==> src/rtl/afs_pkg.sv <==
// afs_pkg: register map, field layout and timing constants of the sequencer
`default_nettype none
package afs_pkg;
  // register byte offsets
  localparam logic [7:0] OFS_CTRL = 8'h00;
  localparam logic [7:0] OFS_ACR = 8'h04;
  localparam logic [7:0] OFS_MR = 8'h08;
  localparam logic [7:0] OFS_CMP = 8'h0C;
  localparam logic [7:0] OFS_STS = 8'h10;
  localparam logic [7:0] OFS_MASK = 8'h14;
  localparam logic [7:0] OFS_DATA = 8'h18;
  // field positions
  localparam int CTRL_START_BIT = 0;
  localparam int CTRL_FREE_BIT = 1;
  localparam int ACR_AMP0_BIT = 0;
  localparam int ACR_AMP1_BIT = 1;
  localparam int MR_DIV_LSB = 0;
  localparam int MR_TRK_LSB = 8;
  localparam int MR_AVG_BIT = 16;
  localparam int MR_OSR_LSB = 17;
  localparam int MR_LAST_LSB = 20;
  localparam int CMP_EN_BIT = 16;
  localparam int STS_EOC_BIT = 0;
  localparam int STS_MATCH_BIT = 1;
  localparam int STS_BUSY_BIT = 2;
  localparam int DATA_CH_LSB = 16;
  // writable bits and values after reset
  localparam logic [31:0] CTRL_MASK = 32'h0000_0002;
  localparam logic [31:0] ACR_MASK = 32'h0000_0003;
  localparam logic [31:0] MR_MASK = 32'h00FF_0FFF;
  localparam logic [31:0] CMP_MASK = 32'h0001_0FFF;
  localparam logic [31:0] IRQ_MASK = 32'h0000_0003;
  localparam logic [31:0] MR_RST = 32'h0000_0001;
  localparam logic [31:0] ZERO_RST = 32'h0000_0000;
  // timing in converter clock periods
  localparam int TRACK_MIN = 15;
  localparam int CONV_TICKS = 23;
  localparam int XFER_TICKS = 2;
  localparam logic [1:0] RESP_OKAY = 2'h0;
  localparam logic [1:0] RESP_SLVERR = 2'h2;
  typedef enum logic [1:0] {ST_IDLE, ST_TRACK, ST_XFER} afs_state_type;
endpackage
`default_nettype wire

==> src/rtl/afs_prescaler.sv <==
// afs_prescaler: converter clock tick, one pulse every div+1 clocks
`default_nettype none
module afs_prescaler #(
  parameter int W = 8
) (
  input wire logic clk,
  input wire logic rst,
  input wire logic [W-1:0] div,
  output logic tick
);
  logic [W-1:0] cnt_q;

  initial begin
    if (W < 1 || W > 16) $error("afs_prescaler: W out of range");
  end

  always_ff @(posedge clk or posedge rst) begin
    if (rst) begin
      cnt_q <= '0;
      tick <= 1'b0;
    end else if (cnt_q >= div) begin
      cnt_q <= '0;
      tick <= 1'b1;
    end else begin
      cnt_q <= cnt_q + W'(1);
      tick <= 1'b0;
    end
  end

  a_tick_period: assert property (@(posedge clk) disable iff (rst)
    (tick && div == W'(1)) ##1 (div == W'(1)) |-> !tick ##1 tick)
    else $error("converter tick period not two clocks at divider one");
endmodule // afs_prescaler
`default_nettype wire

==> src/rtl/afs_compare.sv <==
// afs_compare: gated threshold comparison of a finished conversion
`default_nettype none
module afs_compare #(
  parameter int W = 12
) (
  input wire logic clk,
  input wire logic rst,
  input wire logic [W-1:0] data,
  input wire logic [W-1:0] threshold,
  input wire logic enable,
  input wire logic valid,
  output logic match
);
  initial begin
    if (W < 1) $error("afs_compare: W must be positive");
  end

  always_ff @(posedge clk or posedge rst) begin
    if (rst) match <= 1'b0;
    else match <= valid && enable && (data >= threshold);
  end

  a_cmp_gate: assert property (@(posedge clk) disable iff (rst)
    !enable |=> !match)
    else $error("comparison matched while disabled");
endmodule // afs_compare
`default_nettype wire

==> src/rtl/afs_sequencer.sv <==
// afs_sequencer: converter sequencing, register slave, interrupt, fault
//
// What this block does
// - hold channel for transfer time after start
// - tracking lasts at least fifteen converter periods
// - next tracking overlaps the running conversion
// - long tracking waits for previous conversion end
// - converter clock is divided peripheral clock
// - each conversion takes twenty-three converter periods
// - averaging multiplies conversion time by 2**ratio
// - free running starts conversions back to back
// - comparison enable bit gates every match
// - fault output feeds the PWM fault input
`default_nettype none
module afs_sequencer #(
  parameter int AW = 8,
  parameter int DW = 12
) (
  input wire logic clk,
  input wire logic rst,
  input wire logic [AW-1:0] s_axi_awaddr,
  input wire logic s_axi_awvalid,
  output logic s_axi_awready,
  input wire logic [31:0] s_axi_wdata,
  input wire logic [3:0] s_axi_wstrb,
  input wire logic s_axi_wvalid,
  output logic s_axi_wready,
  output logic [1:0] s_axi_bresp,
  output logic s_axi_bvalid,
  input wire logic s_axi_bready,
  input wire logic [AW-1:0] s_axi_araddr,
  input wire logic s_axi_arvalid,
  output logic s_axi_arready,
  output logic [31:0] s_axi_rdata,
  output logic [1:0] s_axi_rresp,
  output logic s_axi_rvalid,
  input wire logic s_axi_rready,
  input wire logic [DW-1:0] conv_data,
  output logic [3:0] afe_channel,
  output logic afe_start,
  output logic irq,
  output logic fault
);
  initial begin
    if (AW < 8 || AW > 32) $error("afs_sequencer: AW out of range");
    if (DW < 1 || DW > 16) $error("afs_sequencer: DW out of range");
  end

  function automatic logic [31:0] merge(input logic [31:0] old,
                                        input logic [31:0] nw,
                                        input logic [3:0] strb,
                                        input logic [31:0] msk);
    logic [31:0] r;
    r = old;
    for (int i = 0; i < 4; i++) begin
      if (strb[i]) r[i*8 +: 8] = nw[i*8 +: 8];
    end
    return r & msk;
  endfunction

  function automatic logic known(input logic [7:0] a);
    return a == afs_pkg::OFS_CTRL || a == afs_pkg::OFS_ACR ||
      a == afs_pkg::OFS_MR || a == afs_pkg::OFS_CMP ||
      a == afs_pkg::OFS_STS || a == afs_pkg::OFS_MASK ||
      a == afs_pkg::OFS_DATA;
  endfunction

  ////////////////////////////////////////////////////////////////////////
  // bus slave
  logic aw_full_q, w_full_q;
  logic [7:0] waddr_q;
  logic [31:0] wdata_q;
  logic [3:0] wstrb_q;
  logic wr_en;
  logic rd_hs;
  logic [7:0] raddr;

  assign wr_en = aw_full_q && w_full_q && !s_axi_bvalid;
  assign rd_hs = s_axi_arvalid && s_axi_arready;
  assign raddr = {s_axi_araddr[7:2], 2'b00};

  always_ff @(posedge clk or posedge rst) begin
    if (rst) begin
      aw_full_q <= 1'b0;
      s_axi_awready <= 1'b0;
      waddr_q <= '0;
    end else if (s_axi_awvalid && s_axi_awready) begin
      aw_full_q <= 1'b1;
      s_axi_awready <= 1'b0;
      waddr_q <= {s_axi_awaddr[7:2], 2'b00};
    end else if (s_axi_bvalid && s_axi_bready) begin
      aw_full_q <= 1'b0;
    end else if (!aw_full_q && !s_axi_bvalid) begin
      s_axi_awready <= 1'b1;
    end
  end

  always_ff @(posedge clk or posedge rst) begin
    if (rst) begin
      w_full_q <= 1'b0;
      s_axi_wready <= 1'b0;
      wdata_q <= '0;
      wstrb_q <= '0;
    end else if (s_axi_wvalid && s_axi_wready) begin
      w_full_q <= 1'b1;
      s_axi_wready <= 1'b0;
      wdata_q <= s_axi_wdata;
      wstrb_q <= s_axi_wstrb;
    end else if (s_axi_bvalid && s_axi_bready) begin
      w_full_q <= 1'b0;
    end else if (!w_full_q && !s_axi_bvalid) begin
      s_axi_wready <= 1'b1;
    end
  end

  always_ff @(posedge clk or posedge rst) begin
    if (rst) begin
      s_axi_bvalid <= 1'b0;
      s_axi_bresp <= afs_pkg::RESP_OKAY;
    end else if (wr_en) begin
      s_axi_bvalid <= 1'b1;
      s_axi_bresp <= known(waddr_q) ? afs_pkg::RESP_OKAY
                                    : afs_pkg::RESP_SLVERR;
    end else if (s_axi_bready) begin
      s_axi_bvalid <= 1'b0;
    end
  end

  ////////////////////////////////////////////////////////////////////////
  // registers
  logic [31:0] ctrl_q, acr_q, mr_q, cmp_q, mask_q;
  logic [2:0] sts_q;
  logic [DW-1:0] data_q;
  logic [3:0] data_ch_q;
  logic busy;

  always_ff @(posedge clk or posedge rst) begin
    if (rst) begin
      ctrl_q <= afs_pkg::ZERO_RST;
      acr_q <= afs_pkg::ZERO_RST;
      mr_q <= afs_pkg::MR_RST;
      cmp_q <= afs_pkg::ZERO_RST;
      mask_q <= afs_pkg::ZERO_RST;
    end else if (wr_en) begin
      unique case (waddr_q)
        afs_pkg::OFS_CTRL: ctrl_q <= merge(ctrl_q, wdata_q, wstrb_q,
                                           afs_pkg::CTRL_MASK);
        afs_pkg::OFS_ACR: acr_q <= merge(acr_q, wdata_q, wstrb_q,
                                         afs_pkg::ACR_MASK);
        afs_pkg::OFS_MR: mr_q <= merge(mr_q, wdata_q, wstrb_q,
                                       afs_pkg::MR_MASK);
        afs_pkg::OFS_CMP: cmp_q <= merge(cmp_q, wdata_q, wstrb_q,
                                         afs_pkg::CMP_MASK);
        afs_pkg::OFS_MASK: mask_q <= merge(mask_q, wdata_q, wstrb_q,
                                           afs_pkg::IRQ_MASK);
        default: ;
      endcase
    end
  end

  always_ff @(posedge clk or posedge rst) begin
    if (rst) begin
      s_axi_arready <= 1'b0;
      s_axi_rvalid <= 1'b0;
      s_axi_rdata <= '0;
      s_axi_rresp <= afs_pkg::RESP_OKAY;
    end else if (rd_hs) begin
      s_axi_arready <= 1'b0;
      s_axi_rvalid <= 1'b1;
      s_axi_rresp <= known(raddr) ? afs_pkg::RESP_OKAY
                                  : afs_pkg::RESP_SLVERR;
      unique case (raddr)
        afs_pkg::OFS_CTRL: s_axi_rdata <= ctrl_q;
        afs_pkg::OFS_ACR: s_axi_rdata <= acr_q;
        afs_pkg::OFS_MR: s_axi_rdata <= mr_q;
        afs_pkg::OFS_CMP: s_axi_rdata <= cmp_q;
        afs_pkg::OFS_STS: s_axi_rdata <= {29'h0, sts_q};
        afs_pkg::OFS_MASK: s_axi_rdata <= mask_q;
        afs_pkg::OFS_DATA: s_axi_rdata <= {12'h000, data_ch_q,
                                           16'(data_q)};
        default: s_axi_rdata <= '0;
      endcase
    end else if (s_axi_rvalid && s_axi_rready) begin
      s_axi_rvalid <= 1'b0;
    end else if (!s_axi_rvalid) begin
      s_axi_arready <= 1'b1;
    end
  end

  ////////////////////////////////////////////////////////////////////////
  // sequencer
  afs_pkg::afs_state_type st_q;
  logic tick, fire, conv_end, xfer_done, start_q, match;
  logic gains_on, free_run, avg_on;
  logic [4:0] trk_cnt_q, trk_len;
  logic [1:0] xfer_cnt_q;
  logic [11:0] conv_cnt_q, conv_len;
  logic [3:0] chan_q, conv_ch_q, last_ch;
  logic [DW-1:0] meta_q, sync_q;

  assign gains_on = acr_q[afs_pkg::ACR_AMP0_BIT] &&
                    acr_q[afs_pkg::ACR_AMP1_BIT];
  assign free_run = ctrl_q[afs_pkg::CTRL_FREE_BIT];
  assign avg_on = mr_q[afs_pkg::MR_AVG_BIT];
  assign last_ch = mr_q[afs_pkg::MR_LAST_LSB +: 4];
  assign trk_len = 5'(afs_pkg::TRACK_MIN) +
                   5'(mr_q[afs_pkg::MR_TRK_LSB +: 4]);
  // averaging repeats the conversion 2**ratio times
  assign conv_len = avg_on ? 12'(afs_pkg::CONV_TICKS) <<
                      mr_q[afs_pkg::MR_OSR_LSB +: 3]
                    : 12'(afs_pkg::CONV_TICKS);
  // start only when tracking is long enough and the converter frees up
  assign fire = tick && st_q == afs_pkg::ST_TRACK &&
                trk_cnt_q >= trk_len && conv_cnt_q <= 12'd1;
  assign conv_end = tick && conv_cnt_q == 12'd1;
  assign xfer_done = tick &&
                     xfer_cnt_q == 2'(afs_pkg::XFER_TICKS - 1);
  assign busy = st_q != afs_pkg::ST_IDLE || conv_cnt_q != 12'd0;

  afs_prescaler #(.W(8)) u_div (
    .clk(clk),
    .rst(rst),
    .div(mr_q[afs_pkg::MR_DIV_LSB +: 8]),
    .tick(tick)
  );

  always_ff @(posedge clk or posedge rst) begin
    if (rst) begin
      meta_q <= '0;
      sync_q <= '0;
    end else begin
      meta_q <= conv_data;
      sync_q <= meta_q;
    end
  end

  // start request ignored while the amplifiers are off
  always_ff @(posedge clk or posedge rst) begin
    if (rst) start_q <= 1'b0;
    else if (wr_en && waddr_q == afs_pkg::OFS_CTRL && wstrb_q[0] &&
             wdata_q[afs_pkg::CTRL_START_BIT] && gains_on)
      start_q <= 1'b1;
    else if (tick && st_q == afs_pkg::ST_IDLE)
      start_q <= 1'b0;
  end

  always_ff @(posedge clk or posedge rst) begin
    if (rst) begin
      st_q <= afs_pkg::ST_IDLE;
      chan_q <= '0;
      trk_cnt_q <= '0;
      xfer_cnt_q <= '0;
    end else if (tick) begin
      unique case (st_q)
        afs_pkg::ST_IDLE: begin
          if (start_q || (free_run && gains_on)) begin
            st_q <= afs_pkg::ST_TRACK;
            chan_q <= '0;
            trk_cnt_q <= '0;
          end
        end
        afs_pkg::ST_TRACK: begin
          if (trk_cnt_q != 5'h1F) trk_cnt_q <= trk_cnt_q + 5'd1;
          if (fire) begin
            st_q <= afs_pkg::ST_XFER;
            xfer_cnt_q <= '0;
          end
        end
        afs_pkg::ST_XFER: begin
          xfer_cnt_q <= xfer_cnt_q + 2'd1;
          // channel held until the transfer time is over
          if (xfer_done) begin
            trk_cnt_q <= '0;
            if (chan_q != last_ch) begin
              st_q <= afs_pkg::ST_TRACK;
              chan_q <= chan_q + 4'd1;
            end else if (free_run) begin
              st_q <= afs_pkg::ST_TRACK;
              chan_q <= '0;
            end else begin
              st_q <= afs_pkg::ST_IDLE;
            end
          end
        end
      endcase
    end
  end

  always_ff @(posedge clk or posedge rst) begin
    if (rst) begin
      conv_cnt_q <= '0;
      conv_ch_q <= '0;
    end else if (fire) begin
      conv_cnt_q <= conv_len;
      conv_ch_q <= chan_q;
    end else if (tick && conv_cnt_q != 12'd0) begin
      conv_cnt_q <= conv_cnt_q - 12'd1;
    end
  end

  always_ff @(posedge clk or posedge rst) begin
    if (rst) begin
      data_q <= '0;
      data_ch_q <= '0;
    end else if (conv_end) begin
      data_q <= sync_q;
      data_ch_q <= conv_ch_q;
    end
  end

  afs_compare #(.W(DW)) u_cmp (
    .clk(clk),
    .rst(rst),
    .data(sync_q),
    .threshold(cmp_q[DW-1:0]),
    .enable(cmp_q[afs_pkg::CMP_EN_BIT]),
    .valid(conv_end),
    .match(match)
  );

  ////////////////////////////////////////////////////////////////////////
  // status, interrupt, outputs
  // a new event wins over the read that clears it
  always_ff @(posedge clk or posedge rst) begin
    if (rst) sts_q <= '0;
    else begin
      sts_q[afs_pkg::STS_EOC_BIT] <= conv_end ||
        (sts_q[afs_pkg::STS_EOC_BIT] && !(rd_hs &&
         raddr == afs_pkg::OFS_STS));
      sts_q[afs_pkg::STS_MATCH_BIT] <= match ||
        (sts_q[afs_pkg::STS_MATCH_BIT] && !(rd_hs &&
         raddr == afs_pkg::OFS_STS));
      sts_q[afs_pkg::STS_BUSY_BIT] <= busy;
    end
  end

  always_ff @(posedge clk or posedge rst) begin
    if (rst) begin
      irq <= 1'b0;
      fault <= 1'b0;
      afe_start <= 1'b0;
      afe_channel <= '0;
    end else begin
      irq <= |(sts_q[1:0] & mask_q[1:0]);
      fault <= sts_q[afs_pkg::STS_MATCH_BIT];
      afe_start <= fire;
      afe_channel <= chan_q;
    end
  end

  a_track_min: assert property (@(posedge clk) disable iff (rst)
    fire |-> trk_cnt_q >= 5'(afs_pkg::TRACK_MIN))
    else $error("converter started before minimum tracking");
  a_conv_len: assert property (@(posedge clk) disable iff (rst)
    fire && !avg_on |=> conv_cnt_q == 12'd23)
    else $error("single conversion not twenty-three periods");
  a_avg_len: assert property (@(posedge clk) disable iff (rst)
    fire && avg_on |=> conv_cnt_q == 12'd23 << $past(mr_q[19:17]))
    else $error("averaged conversion length wrong");
  a_xfer_hold: assert property (@(posedge clk) disable iff (rst)
    st_q == afs_pkg::ST_XFER && !xfer_done |=> $stable(chan_q))
    else $error("channel changed during transfer time");
  a_track_overlap: assert property (@(posedge clk) disable iff (rst)
    st_q == afs_pkg::ST_XFER && xfer_done ##1 st_q == afs_pkg::ST_TRACK
      |-> conv_cnt_q != 12'd0)
    else $error("tracking did not overlap conversion");
  a_track_stretch: assert property (@(posedge clk) disable iff (rst)
    fire |-> conv_cnt_q <= 12'd1)
    else $error("start while previous conversion running");
  a_fault_out: assert property (@(posedge clk) disable iff (rst)
    sts_q[afs_pkg::STS_MATCH_BIT] |=> fault)
    else $error("fault output missed a match");
endmodule // afs_sequencer
`default_nettype wire

==> config.mk <==
export PLATFORM = sky130hd
export DESIGN_NAME = afs_sequencer
export DESIGN_NICKNAME = d
export VERILOG_FILES = /design/src/rtl/afs_pkg.sv /design/src/rtl/afs_prescaler.sv /design/src/rtl/afs_compare.sv /design/src/rtl/afs_sequencer.sv
export SDC_FILE = /design/constraint.sdc
export NUM_CORES = 1
export LEC_CHECK = 0
export ABC_AREA = 1
export BUFFER_PORTS_ARGS = -buffer_cell sky130_fd_sc_hd__buf_2
export CORE_MARGIN = 2
export CORE_UTILIZATION = 52
export CTS_CLUSTER_SIZE = 14
export DETAILED_ROUTE_END_ITERATION = 16
export PLACE_DENSITY = 0.79
export SETUP_SLACK_MARGIN = 0.2
export SKIP_LAST_GASP = 1
export SYNTH_ARGS = -nofsm -noshare
export SYNTH_HDL_FRONTEND = slang
export SYNTH_SLANG_ARGS = --single-unit
==> constraint.sdc <==
create_clock -name clk -period 5.5 [get_ports clk]
set_clock_uncertainty 0.05 [all_clocks]
set_input_delay 0.275 -clock clk [delete_from_list [all_inputs] [get_ports clk]]
set_output_delay 0.275 -clock clk [all_outputs]
set_load 0.01 [all_outputs]
==> reports/results.txt <==
GPL Wtd Cong: 0.8513
Slew Viols, Final: 0
port buffer count: 87
Layout Utilization: 62.21%
Core Rows: 47
Ports: 119
DRT Pass-1 Iters: 5
# Post-CTS Setup Buffers: 0
Root Buffer: clkbuf_16
Cells after Synth: 1,015
largest net degree at the start of global routing: 187
Total GRT Usage: 22.98%
Remaining Overflow, GRT: 0
Initial Utilization: 52.94%
Total Wirelength: 19,270 um
# nets final: 1,238
Clk Latency, worst-skew pair: 440 ps
Worst EP required: 5770 ps
max_slew headroom: 34.85%
Crit path top cell by count: nand2_1
WP data arrival: 2850 ps
unrepaired setup endpoints after global routing: no
clock-pin slew on the worst setup and hold paths: 70 ps
H-tree depth: 4
Top delay family on crit path: simple AND/OR/NAND/NOR gates
largest stage delay on the critical path: 370 ps
hold_ws: 16.71 ps
Crit Path Class: reg2reg
worst path bufs/invs: 1
layout cells sized above 1: 13.08%
slowest CP cell: dfrtp_1
final setup vio count: 0
wire per inst: 14.10 um
vias in the first global route: 6,773
Syn Std Cell Area: 8717 um^2
Die Wd: 133.5 um
die area: 17,820 um^2
Synth warnings: 0
FFs w/ async S/R, synth: 100.0%
Vias: 7,059
sequential share of the synthesized area: 53.41%
total CTS buffers: 17
top achievable clock speed: 386.9 MHz
clock sink count: 186
final hold violation count: 0
Via density: 5.164
Post-synth EDFFs: 0
CTS tree: yes
ys flop type: dfrtp_1
crit path max fanout: 26
antenna violations before repair: 1
setup TNS: 0 ps
pwr dens: 382.8 nW/um^2
fill cell count: 1,347
die height: 133.5 um
post-route minimum period: 2585 ps
Placed Cells: 1,300
Tcrit/Tclk final: 47.00%
global-route wire length before repair: 32,290 um
post-DP HPWL: 12,960 um
Leak: 5.229 nW
Synth-to-Final Area Change: 17.51%
run status: finished, final reports clean
CP Launch Type: register
cells along the critical path: inv_1, nand3_1, xor2_1, ha_1, and3_1, nand2_1, nand2_1, nand3_4, nand2_1, nand2_1, nand2_1, nand2_1
Clock Path Buffers: 2
Worst Max-Slew Pin Slew: 977.3 ps
Syn Area/Cell: 8.588 um^2
Netlist cell types: 43
Max VDD drop: 301.9 uV
Finished Layout Cells: 1,367
HP Class: in2reg
Core Region: 16,470 um^2
ant diodes: 0
Seq cells post-synth: 186
Detailed Route Iter0 Violations: 598
# DRC: 0
ANT nets after route: 0
Max Cap Violations: 0
Worst Setup End Kind: register
-- state kept, by name, indices dropped and copies added (netlist names), 3 cells and up --
register     count
meta_q          12
data_ch_q        4
wdata_q         20
cmp_q           13
chan_q           4
afe_channel      4
data_q          12
mr_q            20
sync_q          12
waddr_q          6
s_axi_rdata     20
conv_ch_q        4
conv_cnt_q      12
trk_cnt_q        5
sts_q            3
wstrb_q          3
u_div.cnt_q      8
-- worst paths after layout --
path                                 start               to  slack, ps  cells after the start
setup / recovery                   mr_q[8]          st_q[1]       2920                     12
hold / removal             s_axi_wdata[23]      wdata_q[23]         20                      3
setup reg to reg                   mr_q[8]          st_q[1]       2920                     12
hold reg to reg                 meta_q[11]       sync_q[11]        300                      0
max in group asynchronous              rst  s_axi_rdata[20]       4630                      3
min in group asynchronous              rst      wdata_q[21]         60                      3
-- final cells by class --
cell class              instances  area [um^2]  area share, %
inverters                      91        345.3          3.371
well taps                     220        275.3          2.687
flip-flops and latches        186         4656          45.45
clock inverters                15        192.7          1.881
clock buffers                  17        425.4          4.153
multi-input cells             712         3521          34.37
repair buffers                126        828.3          8.086
-- cells in the mapped netlist (all sizes together), types with 2 or more instances --
cell,n,area share (%)
xor2,12,1.2
o211ai,11,0.95
ha,33,4.7
o21a,2,0.17
o31ai,6,0.52
a21oi,27,1.6
nand3,45,2.7
nand2,361,16
nand3b,5,0.47
a22oi,4,0.34
inv,90,3.9
nor3,8,0.52
nand4,16,1.2
clkbuf,9,0.39
nor2,80,4.0
mux2,4,0.52
dfrtp,185,53
buf,30,2.5
xnor2,5,0.50
o21ai,72,4.1
-- power by group --
part / switching (mW) / internal [mW]
Clock: 0.616 / 0.621
Combinational: 0.540 / 0.307
Sequential: 0.213 / 1.62
-- stage by stage --
stage / total power, mW / cell area [um^2] / worst slack, ps
2_1_floorplan: 2.446 / 8770 / 2783
3_3_place_gp: 2.646 / 9275 / 2996
3_5_place_dp: 2.682 / 9275 / 2978
4_1_cts: 3.939 / 10240 / 2958
5_1_grt: 4.174 / 10240 / 2702
6_report: 3.921 / 10240 / 2915
-- cell usage in the layout (no fill, tap or decap), types with 11 or more instances in the layout --
| master | instances |
|---|---|
| a21oi_1 | 27 |
| buf_2 | 87 |
| clkbuf_16 | 17 |
| conb_1 | 14 |
| dfrtp_1 | 185 |
| dlygate4sd3_1 | 35 |
| ha_1 | 33 |
| inv_1 | 88 |
| nand2_1 | 357 |
| nand3_1 | 44 |
| nand4_1 | 15 |
| nor2_1 | 69 |
| o211ai_1 | 11 |
| o21ai_0 | 71 |
| xor2_1 | 12 |
-- kinds of logic (layout without fill, tap and decap cells) --
kind of cell,count (synthesis),in the layout,share of synthesized area [%]
AND/OR/NAND/NOR,518,518,24.80
AO/OA/AOI/OAI,126,126,8.024
flip-flops,186,186,53.41
adder cells (fa/ha/maj),33,33,4.737
multiplexers,4,4,0.5167
other,1,14,0.04302
buffers and inverters,130,249,6.760
XOR/XNOR,17,17,1.708
-- per-layer routing --
| metal | global-route usage, % | vias up | wire, um |
|---|---|---|---|
| met5 | 0 | - | 0 |
| met4 | 7.861 | 0 | 457 |
| met3 | 4.833 | 33 | 1016 |
| met2 | 37.31 | 215 | 9171 |
| met1 | 30.97 | 3349 | 8626 |
| li1 | - | 3462 | - |
-- worst reg2reg max path: cells and delay by family (launching register included) --
family / cells / cell delay (ps)
flops: 1 / 370
buf+inv: 1 / 140
fa+ha+maj: 1 / 290
simple gates: 9 / 1480
xor+xnor: 1 / 150
-- repair_timing --
item	4_1_cts	5_1_grt
endpoints found under the hold margin	35	0
hold buffers	35	0
gates resized for setup	0	0
Note: power is estimated with default switching activity, not from simulation.
